**src/shared/ssi_params.svh**
```systemverilog
// Timing counts, register offsets and reset values for the SSI link.
// Assumes a 125 MHz pclk; cycle counts are derived from that rate.
// Summary of operation
// - Singleturn 10..14 bits, multiturn up to 24
// - Word sent Gray or binary, fixed
// - Link clock 50 kHz..2 MHz, sample every 2 ms
// - Burst inside monoflop repeats previous word
// - Burst after monoflop sends fresh sample
// - High preset input zeroes current position
// - Controller holds preset high 10 ms minimum
// - Preset visible on link after 1 ms
// - Preset commit phase lasts 200 ms
// - Preset value zero by default, build option
// - Preset only while shaft stands still
// - High direction input reverses counting sense
// - Build option inverts direction input effect
// - Direction change effective within 1 ms
// - Position valid only 150 ms after power-up
`ifndef SSI_PARAMS_SVH
`define SSI_PARAMS_SVH
`define SSI_CLK_MHZ 125
`define SSI_MONOFLOP_NS 15000
`define SSI_MONOFLOP_CYC ((`SSI_MONOFLOP_NS * `SSI_CLK_MHZ) / 1000)
`define SSI_REFRESH_US 2000
`define SSI_REFRESH_CYC (`SSI_REFRESH_US * `SSI_CLK_MHZ)
`define SSI_SET_DELAY_US 1000
`define SSI_SET_DELAY_CYC (`SSI_SET_DELAY_US * `SSI_CLK_MHZ)
`define SSI_SET_PROC_MS 200
`define SSI_SET_PROC_CYC (`SSI_SET_PROC_MS * `SSI_CLK_MHZ * 1000)
`define SSI_SET_HOLD_MS 10
`define SSI_SET_HOLD_CYC (`SSI_SET_HOLD_MS * `SSI_CLK_MHZ * 1000)
`define SSI_DIR_RESP_US 1000
`define SSI_DIR_RESP_CYC (`SSI_DIR_RESP_US * `SSI_CLK_MHZ)
`define SSI_POWERUP_MS 150
`define SSI_POWERUP_CYC (`SSI_POWERUP_MS * `SSI_CLK_MHZ * 1000)
`define SSI_FMAX_KHZ 2000
`define SSI_FMIN_KHZ 50
`define SSI_HALF_MIN ((`SSI_CLK_MHZ * 1000 + 2 * `SSI_FMAX_KHZ - 1) / (2 * `SSI_FMAX_KHZ))
`define SSI_HALF_MAX ((`SSI_CLK_MHZ * 1000) / (2 * `SSI_FMIN_KHZ))
`define SSI_REG_CTRL 8'h00
`define SSI_REG_DIV 8'h04
`define SSI_REG_STATUS 8'h08
`define SSI_REG_POS_ST 8'h0c
`define SSI_REG_POS_MT 8'h10
`define SSI_CTRL_START 0
`define SSI_CTRL_SET 1
`define SSI_CTRL_DIR 2
`define SSI_ST_BUSY 0
`define SSI_ST_DONE 1
`define SSI_ST_READY 2
`define SSI_ST_SET 3
`define SSI_DIV_RST 16'h003f
`endif

```
**src/shared/ssi_link_if.sv**
```systemverilog
// Point-to-point SSI link plus the encoder's preset and direction pins.
// All wires are one-way; no wire is shared by two drivers.
`timescale 1ns/100ps
interface ssi_link_if;
  logic clk_line;
  logic data_line;
  logic preset_line;
  logic dir_line;
  modport encoder (input clk_line, input preset_line, input dir_line, output data_line);
  modport master (output clk_line, output preset_line, output dir_line, input data_line);
endinterface

```
**src/design/ssi_encoder.sv**
```systemverilog
// Encoder end: position processing, preset, direction and SSI shifter.
// Assumes raw_pos comes from sensor logic on pclk; link pins are async.
`timescale 1ns/100ps
`include "ssi_params.svh"
module ssi_encoder
#(
  parameter int ST_W = 14,
  parameter int MT_W = 24,
  parameter bit GRAY = 1'b1,
  parameter bit DIR_INVERT = 1'b0,
  parameter logic [63:0] PRESET_VAL = 64'h0,
  parameter int unsigned REFRESH_CYC = `SSI_REFRESH_CYC,
  parameter int unsigned SET_DELAY_CYC = `SSI_SET_DELAY_CYC,
  parameter int unsigned SET_PROC_CYC = `SSI_SET_PROC_CYC,
  parameter int unsigned DIR_RESP_CYC = `SSI_DIR_RESP_CYC,
  parameter int unsigned POWERUP_CYC = `SSI_POWERUP_CYC
)
(
  input wire logic pclk,
  input wire logic presetn,
  ssi_link_if.encoder link,
  input wire logic [MT_W+ST_W-1:0] raw_pos,
  output logic pos_valid,
  output logic set_busy
);
  localparam int W = MT_W + ST_W;
  localparam logic [15:0] MONO = 16'(`SSI_MONOFLOP_CYC);

  ////////////////////////////////////////////////////////////////////
  // Input synchronisers: bit 0 clock, bit 1 preset, bit 2 direction
  logic [2:0] in_s1_q;
  logic [2:0] in_s2_q;
  logic clk_prev_q;
  logic fall;
  logic rise;

  always_ff @(posedge pclk or negedge presetn)
  begin
    if (!presetn)
    begin
      in_s1_q <= 3'h1;
      in_s2_q <= 3'h1;
      clk_prev_q <= 1'b1;
    end
    else
    begin
      in_s1_q <= {link.dir_line, link.preset_line, link.clk_line};
      in_s2_q <= in_s1_q;
      clk_prev_q <= in_s2_q[0];
    end
  end

  assign fall = clk_prev_q & ~in_s2_q[0];
  assign rise = ~clk_prev_q & in_s2_q[0];

  ////////////////////////////////////////////////////////////////////
  // Power-up delay
  logic [31:0] pu_cnt_q;

  always_ff @(posedge pclk or negedge presetn)
  begin
    if (!presetn)
    begin
      pu_cnt_q <= 32'h0;
      pos_valid <= 1'b0;
    end
    else if (pu_cnt_q == 32'(POWERUP_CYC - 1))
    begin
      pos_valid <= 1'b1;
    end
    else
    begin
      pu_cnt_q <= pu_cnt_q + 32'h1;
    end
  end

  ////////////////////////////////////////////////////////////////////
  // Direction: steady for the response time, then applied
  logic dir_eff_q;
  logic dir_tgt;
  logic [31:0] dir_cnt_q;

  assign dir_tgt = in_s2_q[2] ^ DIR_INVERT;

  always_ff @(posedge pclk or negedge presetn)
  begin
    if (!presetn)
    begin
      dir_eff_q <= 1'b0;
      dir_cnt_q <= 32'h0;
    end
    else if (dir_tgt == dir_eff_q)
    begin
      dir_cnt_q <= 32'h0;
    end
    else if (dir_cnt_q == 32'(DIR_RESP_CYC - 1))
    begin
      dir_eff_q <= dir_tgt;
      dir_cnt_q <= 32'h0;
    end
    else
    begin
      dir_cnt_q <= dir_cnt_q + 32'h1;
    end
  end

  ////////////////////////////////////////////////////////////////////
  // Position arithmetic
  logic [W-1:0] counted;
  logic [W-1:0] offset_q;
  logic [W-1:0] reported;

  assign counted = dir_eff_q ? (~raw_pos + W'(1)) : raw_pos;
  assign reported = counted - offset_q;

  ////////////////////////////////////////////////////////////////////
  // Preset: input delay, then offset load and commit phase
  logic [31:0] set_cnt_q;
  logic [31:0] proc_cnt_q;
  logic set_fire;

  assign set_fire = in_s2_q[1] & ~set_busy & (set_cnt_q == 32'(SET_DELAY_CYC - 1));

  always_ff @(posedge pclk or negedge presetn)
  begin
    if (!presetn)
    begin
      set_cnt_q <= 32'h0;
    end
    else if (!in_s2_q[1])
    begin
      set_cnt_q <= 32'h0;
    end
    else if (set_cnt_q < 32'(SET_DELAY_CYC))
    begin
      set_cnt_q <= set_cnt_q + 32'h1;
    end
  end

  always_ff @(posedge pclk or negedge presetn)
  begin
    if (!presetn)
    begin
      offset_q <= '0;
    end
    else if (set_fire)
    begin
      offset_q <= counted - PRESET_VAL[W-1:0];
    end
  end

  always_ff @(posedge pclk or negedge presetn)
  begin
    if (!presetn)
    begin
      set_busy <= 1'b0;
      proc_cnt_q <= 32'h0;
    end
    else if (set_fire)
    begin
      set_busy <= 1'b1;
      proc_cnt_q <= 32'h0;
    end
    else if (set_busy)
    begin
      if (proc_cnt_q == 32'(SET_PROC_CYC - 1))
      begin
        set_busy <= 1'b0;
      end
      proc_cnt_q <= proc_cnt_q + 32'h1;
    end
  end

  ////////////////////////////////////////////////////////////////////
  // Sample refresh, forced right after a preset or direction change
  logic [31:0] ref_cnt_q;
  logic ref_now_q;
  logic [W-1:0] sample_q;
  logic [W-1:0] coded;

  assign coded = GRAY ? (reported ^ (reported >> 1)) : reported;

  always_ff @(posedge pclk or negedge presetn)
  begin
    if (!presetn)
    begin
      ref_now_q <= 1'b0;
    end
    else
    begin
      ref_now_q <= set_fire | (dir_tgt != dir_eff_q && dir_cnt_q == 32'(DIR_RESP_CYC - 1));
    end
  end

  always_ff @(posedge pclk or negedge presetn)
  begin
    if (!presetn)
    begin
      ref_cnt_q <= 32'h0;
      sample_q <= '0;
    end
    else if (ref_now_q || ref_cnt_q == 32'(REFRESH_CYC - 1))
    begin
      ref_cnt_q <= 32'h0;
      sample_q <= coded;
    end
    else
    begin
      ref_cnt_q <= ref_cnt_q + 32'h1;
    end
  end

  ////////////////////////////////////////////////////////////////////
  // Monoflop: reloaded on every link clock edge
  logic [15:0] mono_q;
  logic expired;

  assign expired = (mono_q == 16'h0);

  always_ff @(posedge pclk or negedge presetn)
  begin
    if (!presetn)
    begin
      mono_q <= 16'h0;
    end
    else if (fall || rise)
    begin
      mono_q <= MONO;
    end
    else if (!expired)
    begin
      mono_q <= mono_q - 16'h1;
    end
  end

  ////////////////////////////////////////////////////////////////////
  // Shifter
  logic active_q;
  logic [W-1:0] word_q;
  logic [W-1:0] sh_q;
  logic [6:0] bit_q;

  always_ff @(posedge pclk or negedge presetn)
  begin
    if (!presetn)
    begin
      word_q <= '0;
    end
    else if (fall && !active_q && expired)
    begin
      word_q <= sample_q;
    end
  end

  always_ff @(posedge pclk or negedge presetn)
  begin
    if (!presetn)
    begin
      active_q <= 1'b0;
      sh_q <= '0;
      bit_q <= 7'h0;
    end
    else if (fall && !active_q)
    begin
      active_q <= 1'b1;
      bit_q <= 7'h0;
      sh_q <= expired ? sample_q : word_q;
    end
    else if (rise && active_q)
    begin
      if (bit_q == 7'(W))
      begin
        active_q <= 1'b0;
      end
      sh_q <= sh_q << 1;
      bit_q <= bit_q + 7'h1;
    end
    else if (expired && !fall && !rise)
    begin
      active_q <= 1'b0;
    end
  end

  always_ff @(posedge pclk or negedge presetn)
  begin
    if (!presetn)
    begin
      link.data_line <= 1'b1;
    end
    else if (rise && active_q)
    begin
      link.data_line <= (bit_q == 7'(W)) ? 1'b0 : sh_q[W-1];
    end
    else if (expired && !active_q)
    begin
      link.data_line <= 1'b1;
    end
  end
endmodule

```
**src/flat_wrapper.sv**
```systemverilog
// flat-port wrapper written by rule: the top's interface ports become plain ports
module ssi_encoder_flat 
#(
  parameter int ST_W = 14,
  parameter int MT_W = 24,
  parameter bit GRAY = 1'b1,
  parameter bit DIR_INVERT = 1'b0,
  parameter logic [63:0] PRESET_VAL = 64'h0,
  parameter int unsigned REFRESH_CYC = `SSI_REFRESH_CYC,
  parameter int unsigned SET_DELAY_CYC = `SSI_SET_DELAY_CYC,
  parameter int unsigned SET_PROC_CYC = `SSI_SET_PROC_CYC,
  parameter int unsigned DIR_RESP_CYC = `SSI_DIR_RESP_CYC,
  parameter int unsigned POWERUP_CYC = `SSI_POWERUP_CYC
)
  (pclk, presetn, raw_pos, pos_valid, set_busy, link_clk_line, link_preset_line, link_dir_line, link_data_line);
  ssi_link_if link_i ();
  input wire logic pclk;
  input wire logic presetn;
  input wire logic [MT_W+ST_W-1:0] raw_pos;
  output logic pos_valid;
  output logic set_busy;
  input wire logic [$bits(link_i.clk_line)-1:0] link_clk_line;
  input wire logic [$bits(link_i.preset_line)-1:0] link_preset_line;
  input wire logic [$bits(link_i.dir_line)-1:0] link_dir_line;
  output wire logic [$bits(link_i.data_line)-1:0] link_data_line;
  assign link_i.clk_line = link_clk_line;
  assign link_i.preset_line = link_preset_line;
  assign link_i.dir_line = link_dir_line;
  assign link_data_line = link_i.data_line;
  ssi_encoder #(.ST_W(ST_W), .MT_W(MT_W), .GRAY(GRAY), .DIR_INVERT(DIR_INVERT), .PRESET_VAL(PRESET_VAL), .REFRESH_CYC(REFRESH_CYC), .SET_DELAY_CYC(SET_DELAY_CYC), .SET_PROC_CYC(SET_PROC_CYC), .DIR_RESP_CYC(DIR_RESP_CYC), .POWERUP_CYC(POWERUP_CYC)) u_core (.pclk(pclk), .presetn(presetn), .link(link_i), .raw_pos(raw_pos), .pos_valid(pos_valid), .set_busy(set_busy));
endmodule
```
**config.mk**
```make
export PLATFORM = sky130hd
export DESIGN_NAME = ssi_encoder_flat
export DESIGN_NICKNAME = d
export VERILOG_FILES = /design/src/shared/ssi_link_if.sv /design/src/design/ssi_encoder.sv /design/src/flat_wrapper.sv
export VERILOG_INCLUDE_DIRS = /design/src /design/src/shared
export SDC_FILE = /design/constraint.sdc
export NUM_CORES = 1
export LEC_CHECK = 0
export ABC_AREA = 1
export BUFFER_PORTS_ARGS = -buffer_cell sky130_fd_sc_hd__buf_4
export CORE_MARGIN = 8
export CORE_UTILIZATION = 55
export CTS_CLUSTER_SIZE = 14
export DETAILED_ROUTE_END_ITERATION = 16
export GPL_TIMING_DRIVEN = 0
export PLACE_DENSITY = 0.73
export REMOVE_ABC_BUFFERS = 1
export SLEW_MARGIN = 20
export SYNTH_ARGS = -nofsm -noshare
export SYNTH_HDL_FRONTEND = slang
export SYNTH_SLANG_ARGS = --single-unit
```
**constraint.sdc**
```tcl
create_clock -name pclk -period 6.7 [get_ports pclk]
set_input_delay 1.005 -clock pclk [delete_from_list [all_inputs] [get_ports pclk]]
set_output_delay 1.005 -clock pclk [all_outputs]
set_load 0.005 [all_outputs]
```
==> results of run 1 <==
==> cell families (layout without fill, tap and decap cells) <==
| logic type | after synthesis | count (layout) | share of synthesized area [%] |
|---|---|---|---|
| AOI/OAI and AO/OA | 359 | 359 | 9.66 |
| xor gates and xnor gates | 148 | 148 | 6.23 |
| adders and majority gates | 49 | 49 | 2.98 |
| buffers and inverters | 455 | 519 | 8.46 |
| DFF | 348 | 348 | 41.9 |
| muxes | 1 | 1 | 0.0541 |
| and+or+nand+nor | 1462 | 1462 | 30.7 |
==> worst max path at each step <==
stage | from | slack [ns] | endpoint | cells after the start
2_1_floorplan | u_core.clk_prev_q | 2.45 | u_core.active_q | 8
3_3_place_gp | u_core.clk_prev_q | -0.03 | u_core.active_q | 8
3_5_place_dp | raw_pos[0] | 2.09 | u_core.sample_q[35] | 24
4_1_cts | u_core.dir_eff_q | 2.53 | u_core.sample_q[35] | 16
5_1_grt | raw_pos[0] | 2.32 | u_core.sample_q[35] | 24
6_report | raw_pos[0] | 2.56 | u_core.sample_q[35] | 24
==> cells in the final DEF (no fill, tap or decap), types with 7 or more instances in the layout <==
cell / n
a211oi_1: 10
a21oi_1: 124
a31oi_1: 27
a32oi_1: 18
buf_4: 44
bufinv_16: 7
clkbuf_16: 41
clkinv_2: 8
dfrtp_1: 343
ha_1: 48
inv_1: 380
inv_2: 7
nand2_1: 749
nand2_2: 16
nand3_1: 138
nand4_1: 67
nor2_1: 288
nor2_2: 18
nor3_1: 98
nor4_1: 51
o21ai_0: 142
o21ai_1: 10
xnor2_1: 35
xor2_1: 112
==> area by class of cell <==
type,count,area (µm²)
Clock inverter,22,329
Tap cell,511,639
Fill cell,3428,14300
Inverter,391,1470
Clock buffer,50,1090
Timing Repair Buffer,56,568
Multi-Input combinational cell,2019,10400
Sequential cell,348,8710
==> state kept, by name, indices dropped and copies added, names as in the netlist <==
name                   flops
u_core.ref_cnt_q          32
u_core.dir_cnt_q          32
u_core.sh_q               38
u_core.in_s1_q             3
u_core.proc_cnt_q         32
u_core.set_cnt_q          32
u_core.in_s2_q             3
u_core.ref_now_q           1
u_core.dir_eff_q           1
u_core.link.data_line      1
u_core.active_q            1
u_core.word_q             38
u_core.clk_prev_q          1
u_core.mono_q             16
u_core.offset_q           38
u_core.set_busy            1
u_core.bit_q               7
u_core.pos_valid           1
u_core.pu_cnt_q           32
u_core.sample_q           38
==> worst max-delay path, stage by stage <==
cell	delay, ns
buf_4	0.11
inv_1	0.11
ha_1	0.19
nand3_1	0.24
nor2_1	0.24
nand2_1	0.09
inv_1	0.08
nand2_1	0.10
nor2_1	0.20
a21oi_1	0.16
xor2_1	0.29
ha_1	0.38
a21oi_1	0.21
o21ai_0	0.13
a21oi_1	0.21
nor2_1	0.09
nor2_1	0.22
nand2_1	0.11
nand2_1	0.07
nand2_1	0.07
nand2_1	0.06
nand2_1	0.09
nand2_1	0.07
nand2_1	0.06
==> power by group <==
| part | total (µW) | internal, µW | switching (µW) |
|---|---|---|---|
| logic | 564 | 199 | 365 |
| clock network | 2350 | 1440 | 911 |
| registers | 2330 | 2250 | 77.2 |
==> stage by stage <==
stage          utilization [%]  TNS [ns]  cell area [µm²]  cells  setup WS (ns)
6_report                  61.8         0            23200   3397           2.56
4_1_cts                   61.8         0            23200   3397           2.53
3_3_place_gp              57.3   -0.0296            21500   3314        -0.0296
3_5_place_dp              58.0         0            21800   3325           2.09
2_1_floorplan                -         0            20500   2758           2.45
5_1_grt                   61.8         0            23200   3397           2.32
==> routing by layer <==
layer | share of wire [%] | track usage (%)
met1 | 50 | 33.8
met2 | 44 | 35.1
met3 | 4.1 | 2.58
met4 | 1.7 | 5.98
met5 | 0 | 0
==> impl_metrics.toml, run 1 <==
[timing]
hold_violations = 0
finalMaxSlewViolations = 0
fin_skew_ns = 0.0181
tightest_slew_ns = 1.01
rsz0062_at_grt = "no"
setup_viol = 0
whs_ns = 0.285
fin_crit_sh_pct = 61.8
slew_headroom_pct = 32.4
fin_crit_ns = 4.14
timing.fmax_mhz = 242

[place]
port_buffers = 45
place.gp.congestion = 0.924
dp_hpwl_mm = 36.4

[clocking]
clk_latency_ns = 0.57
cts_resized = 0
cts_setup_buffers = 0
cts_root_buffer = "clkbuf_16"
cts.sinks = 348
cts_tree = "built"
cts_inserted_buffers = 40
htreeDepth = 2
cts_hold_buf = 0
clk_pin_slew_ns = 0.06
clockBufferDepth = 3

[grt]
grt_start_max_net_pins = 100
grt_pass1_wl_mm = 85.4
overflow = 0
antenna_found_initial = 0
grt_pass1_vias = 17600
grt_use_total_pct = 22.8

[outcome]
status = "complete, no violations"

[floorplanning]
initial_core_util_pct = 55.5
die_w_um = 211
die_h_um = 211
die-area_um2 = 44300
core-area_um2 = 37500
rows = 71
io_pins = 46

[route]
drc = 0
num_vias = 18300
drt-initial-drc-count = 1661
wl_mm = 49.8
wire_per_inst_um = 14.7
via_per_inst = 5.40
ant_nets = 0
drt_pass1_iterations = 6

[synth]
synthCells = 2822
synthArstFlopShare_pct = 100
ys_seq_area_share_pct = 41.9
avgSynthCellArea_um2 = 7.37
synthTopCellsByCount = "nand2_1, inv_1, dfrtp_1, nor2_1, o21ai_0"
synth.most_common_cell = "nand2_1"
yosysTopAreaCellShare_pct = 41.4
synthTopCellsByArea = "dfrtp_1, nand2_1, inv_1"
mappedNetlistArea_um2 = 20800
ys_seq_elements = 348
synth_cell_types = 57
synth_edf_count = 0
ys_warn_count = 0
yosysTopAreaCell = "dfrtp_1"
yosys_most_used_dff = "dfrtp_1"

[layout]
antennaDiodeCount = 0
layout.nets = 2948
syn2layout_area_growth_pct = 11.4
final_layout_size_suffix_gt1_share_pct = 6.93

[run]
max_cap_violations = 0

[worst_setup_path]
r2r_slack_ns = 2.95
startpoint_type = "input port"
cp.required_ns = 7.15
r2r_start = "u_core.dir_eff_q"
cp_max_fo = 5
worst_ep_arrival_time_ns = 4.59
worst_r2r_path_depth = 16
timing.rr.end = "u_core.sample_q[35]"
setup.worst_path.end_class = "flip-flop"
path_class = "input port to flip-flop"

[power_and_ir_drop]
leakage_uw = 0.0112
p_total_uw = 5240
vdd_ir_drop_max_v = 0.000177
powerDensity_nw_per_um2 = 226

[worst_hold_path]
hp-class = "input port to async pin"
Power figures use the tool's default switching activity.
==> run 2, diff against run 1 <==
--- a/config.mk
+++ b/config.mk
@@ -13,7 +13,7 @@
 export CTS_CLUSTER_SIZE = 14
 export DETAILED_ROUTE_END_ITERATION = 16
 export GPL_TIMING_DRIVEN = 0
-export PLACE_DENSITY = 0.73
+export PLACE_DENSITY = 0.76
 export REMOVE_ABC_BUFFERS = 1
 export SLEW_MARGIN = 20
 export SYNTH_ARGS = -nofsm -noshare
==> constraint.sdc (replaced) <==
create_clock -name pclk -period 3.4 [get_ports pclk]
set_input_delay 0.51 -clock pclk [delete_from_list [all_inputs] [get_ports pclk]]
set_output_delay 0.51 -clock pclk [all_outputs]
set_load 0.005 [all_outputs]
==> run 2 against run 1 <==
Die area stayed put. Register-to-register slack worse by 2.7 ns. Clock power is 88% higher. Routed wire length is 2.0% higher. Core utilization is 1.0 points higher. Sequential share of layout area is 0.60 points lower. Critical path type unchanged.
==> impl_metrics.toml, run 2 (synthesis gave the netlist of run 1 again) <==
[layout]
regArea_um2 = 8720
final_cell_mix = "nand2_1, inv_1, dfrtp_1, nor2_1, o21ai_0"
final_area_um2 = 23600
final_util_pct = 62.9
layout.nets = 2966
antennaDiodeCount = 0
final.fill_count = 3349
mostFrequentLayoutCell = "nand2_1"
multi_input_area_um2 = 10600
syn2layout_area_growth_pct = 13.2
final_layout_size_suffix_gt1_share_pct = 9.20

[grt]
grt_pass1_wl_mm = 85.4
overflow = 0
grt_pass1_vias = 17800
grt_use_total_pct = 22.8
grt_start_max_net_pins = 98
antenna_found_initial = 0

[route]
drt_pass1_iterations = 7
wire_per_inst_um = 14.9
drc = 0
drt-initial-drc-count = 1548
num_vias = 18500
ant_nets = 0
via_per_inst = 5.41
wl_mm = 50.8

[power_and_ir_drop]
pwr-share-clk_pct = 43.3
powerDensity_nw_per_um2 = 432
p_comb_share_pct = 11.5
seqPwrFrac_pct = 45.2
vdd_ir_drop_max_v = 0.000368
switching_share_pct = 26.4
p_sw_uw = 2690
leakage_uw = 0.0113
internal-power_uw = 7490

[worst_hold_path]
hp-class = "input port to flip-flop"

[worst_setup_path]
cp.required_ns = 3.90
critical_path.max_stage_delay_ns = 0.39
crit_chain = "buf_4 > inv_1 > nand3_2 > nor2_4 > nand4_1 > o31ai_4 > buf_4 > nand2_1 > xor2_1 > inv_1 > ha_2 > nand2_1 > nor2_1 > inv_1 > nor3_4 > nand3_2 > nand2_1 > nand2_1 > nand2_1 > nand2_1 > nand2_1 > nand2_1 > nand2_1"
cp_common_cell = "nand2_1"
crit_family = "simple AND/OR/NAND/NOR gates"
cp_slowest_cell = "ha_2"
worst_ep_arrival_time_ns = 3.70
setup.worst_path.end_class = "flip-flop"
startpoint_type = "input port"
path_class = "input port to flip-flop"
crit_buf_inv = 5
cp_max_fo = 5

[clocking]
cts_inserted_buffers = 40
clk_latency_ns = 0.57
clockBufferDepth = 3
cts_tree = "built"
cts.sinks = 348
cts_root_buffer = "clkbuf_16"
clk_pin_slew_ns = 0.06
htreeDepth = 2

[place]
dpl_cell_area_um2 = 21800
dp_hpwl_mm = 36.6
place.gp.congestion = 0.921
port_buffers = 45

[run]
max_cap_violations = 0

[outcome]
status = "complete, no violations"

[timing]
hold_violations = 0
fin_skew_ns = 0.0298
rsz0062_at_grt = "yes"
fin_crit_ns = 3.20
timing.fmax_mhz = 313
finalMaxSlewViolations = 0
setup_viol = 0
tightest_slew_ns = 1.03
slew_headroom_pct = 31.3
fin_crit_sh_pct = 94.1

[floorplanning]
die-area_um2 = 44300
initial_core_util_pct = 55.5
io_pins = 46
core-area_um2 = 37500
die_w_um = 211
die_h_um = 211
rows = 71
## run 2: worst register-to-register path: stages (launching register included)
cell and delay (ns):
dfrtp_4 0.52, clkinvlp_4 0.12, buf_4 0.17, or2_2 0.30, xor2_1 0.24, ha_1 0.34
nand2_1 0.15, inv_1 0.05, nand2_1 0.06, nand2_1 0.07, inv_1 0.06, nand2_1 0.09
nand2_1 0.08, nand2_1 0.14, a21oi_2 0.25, xor2_1 0.21, nand2_1 0.08, nand3_1 0.09
nand2_1 0.07
## run 2: timing repair
action,in CTS,in global routing
endpoints found under the setup margin,57,83
setup buffers,1,14
cloned,1,1
endpoints found under the hold margin,45,0
pin swaps,1,20
gates resized for setup,12,61
hold buffers,1,0
## run 2: per-layer routing
| layer | GRT usage (%) | vias to the layer above | share of wire, % |
|---|---|---|---|
| met4 | 6.27 | 0 | 2.1 |
| met1 | 33.0 | 8652 | 48 |
| met5 | 0 | - | 0 |
| met3 | 2.85 | 82 | 5.2 |
| li1 | - | 9249 | - |
| met2 | 35.9 | 496 | 45 |
## run 2: layout make-up
class,instances,area share [%]
Multi-Input combinational cell,2019,45.1
Sequential cell,348,37.0
Inverter,391,6.29
Clock buffer,56,4.93
Timing Repair Buffer,72,3.08
Tap cell,511,2.71
Clock inverter,14,0.828
Timing Repair inverter,2,0.0531
## run 2: stage by stage
stage               TNS (ns)  setup WS, ns  total power (µW)  hold slack, ns  cells
CTS                        0       0.00807             10200          0.0308   3398
detailed placement    -23.97        -0.783              5790           0.340   3325
global placement     -745.00         -3.24              5680           0.338   3314
global route          -0.204       -0.0326             10600          0.0307   3413
finish                     0         0.202             10200          0.0564   3413
floorplan             -49.58        -0.850              5340           0.214   2758
## run 2: final timing paths
check                                   from                   end  slack [ns]  depth (start not counted)
min in group asynchronous            presetn  u_core.proc_cnt_q[7]        0.42                          2
max reg2reg                 u_core.dir_eff_q   u_core.sample_q[24]        0.24                         18
max                               raw_pos[1]   u_core.sample_q[31]        0.20                         23
min reg2reg                u_core.in_s1_q[2]     u_core.in_s2_q[2]        0.35                          0
max in group asynchronous            presetn   u_core.pu_cnt_q[16]        1.81                          4
min                            link_clk_line     u_core.in_s1_q[0]        0.06                          1
## run 2: power by group through the flow
| stage | Combinational (µW) | Clock (µW) | Sequential [µW] |
|---|---|---|---|
| after floorplan | 718 | 0 | 4620 |
| after global placement | 1030 | 0 | 4650 |
| after detailed placement | 1120 | 0 | 4670 |
| after CTS | 1140 | 4500 | 4590 |
| after global routing | 1330 | 4660 | 4630 |
| final | 1170 | 4410 | 4600 |
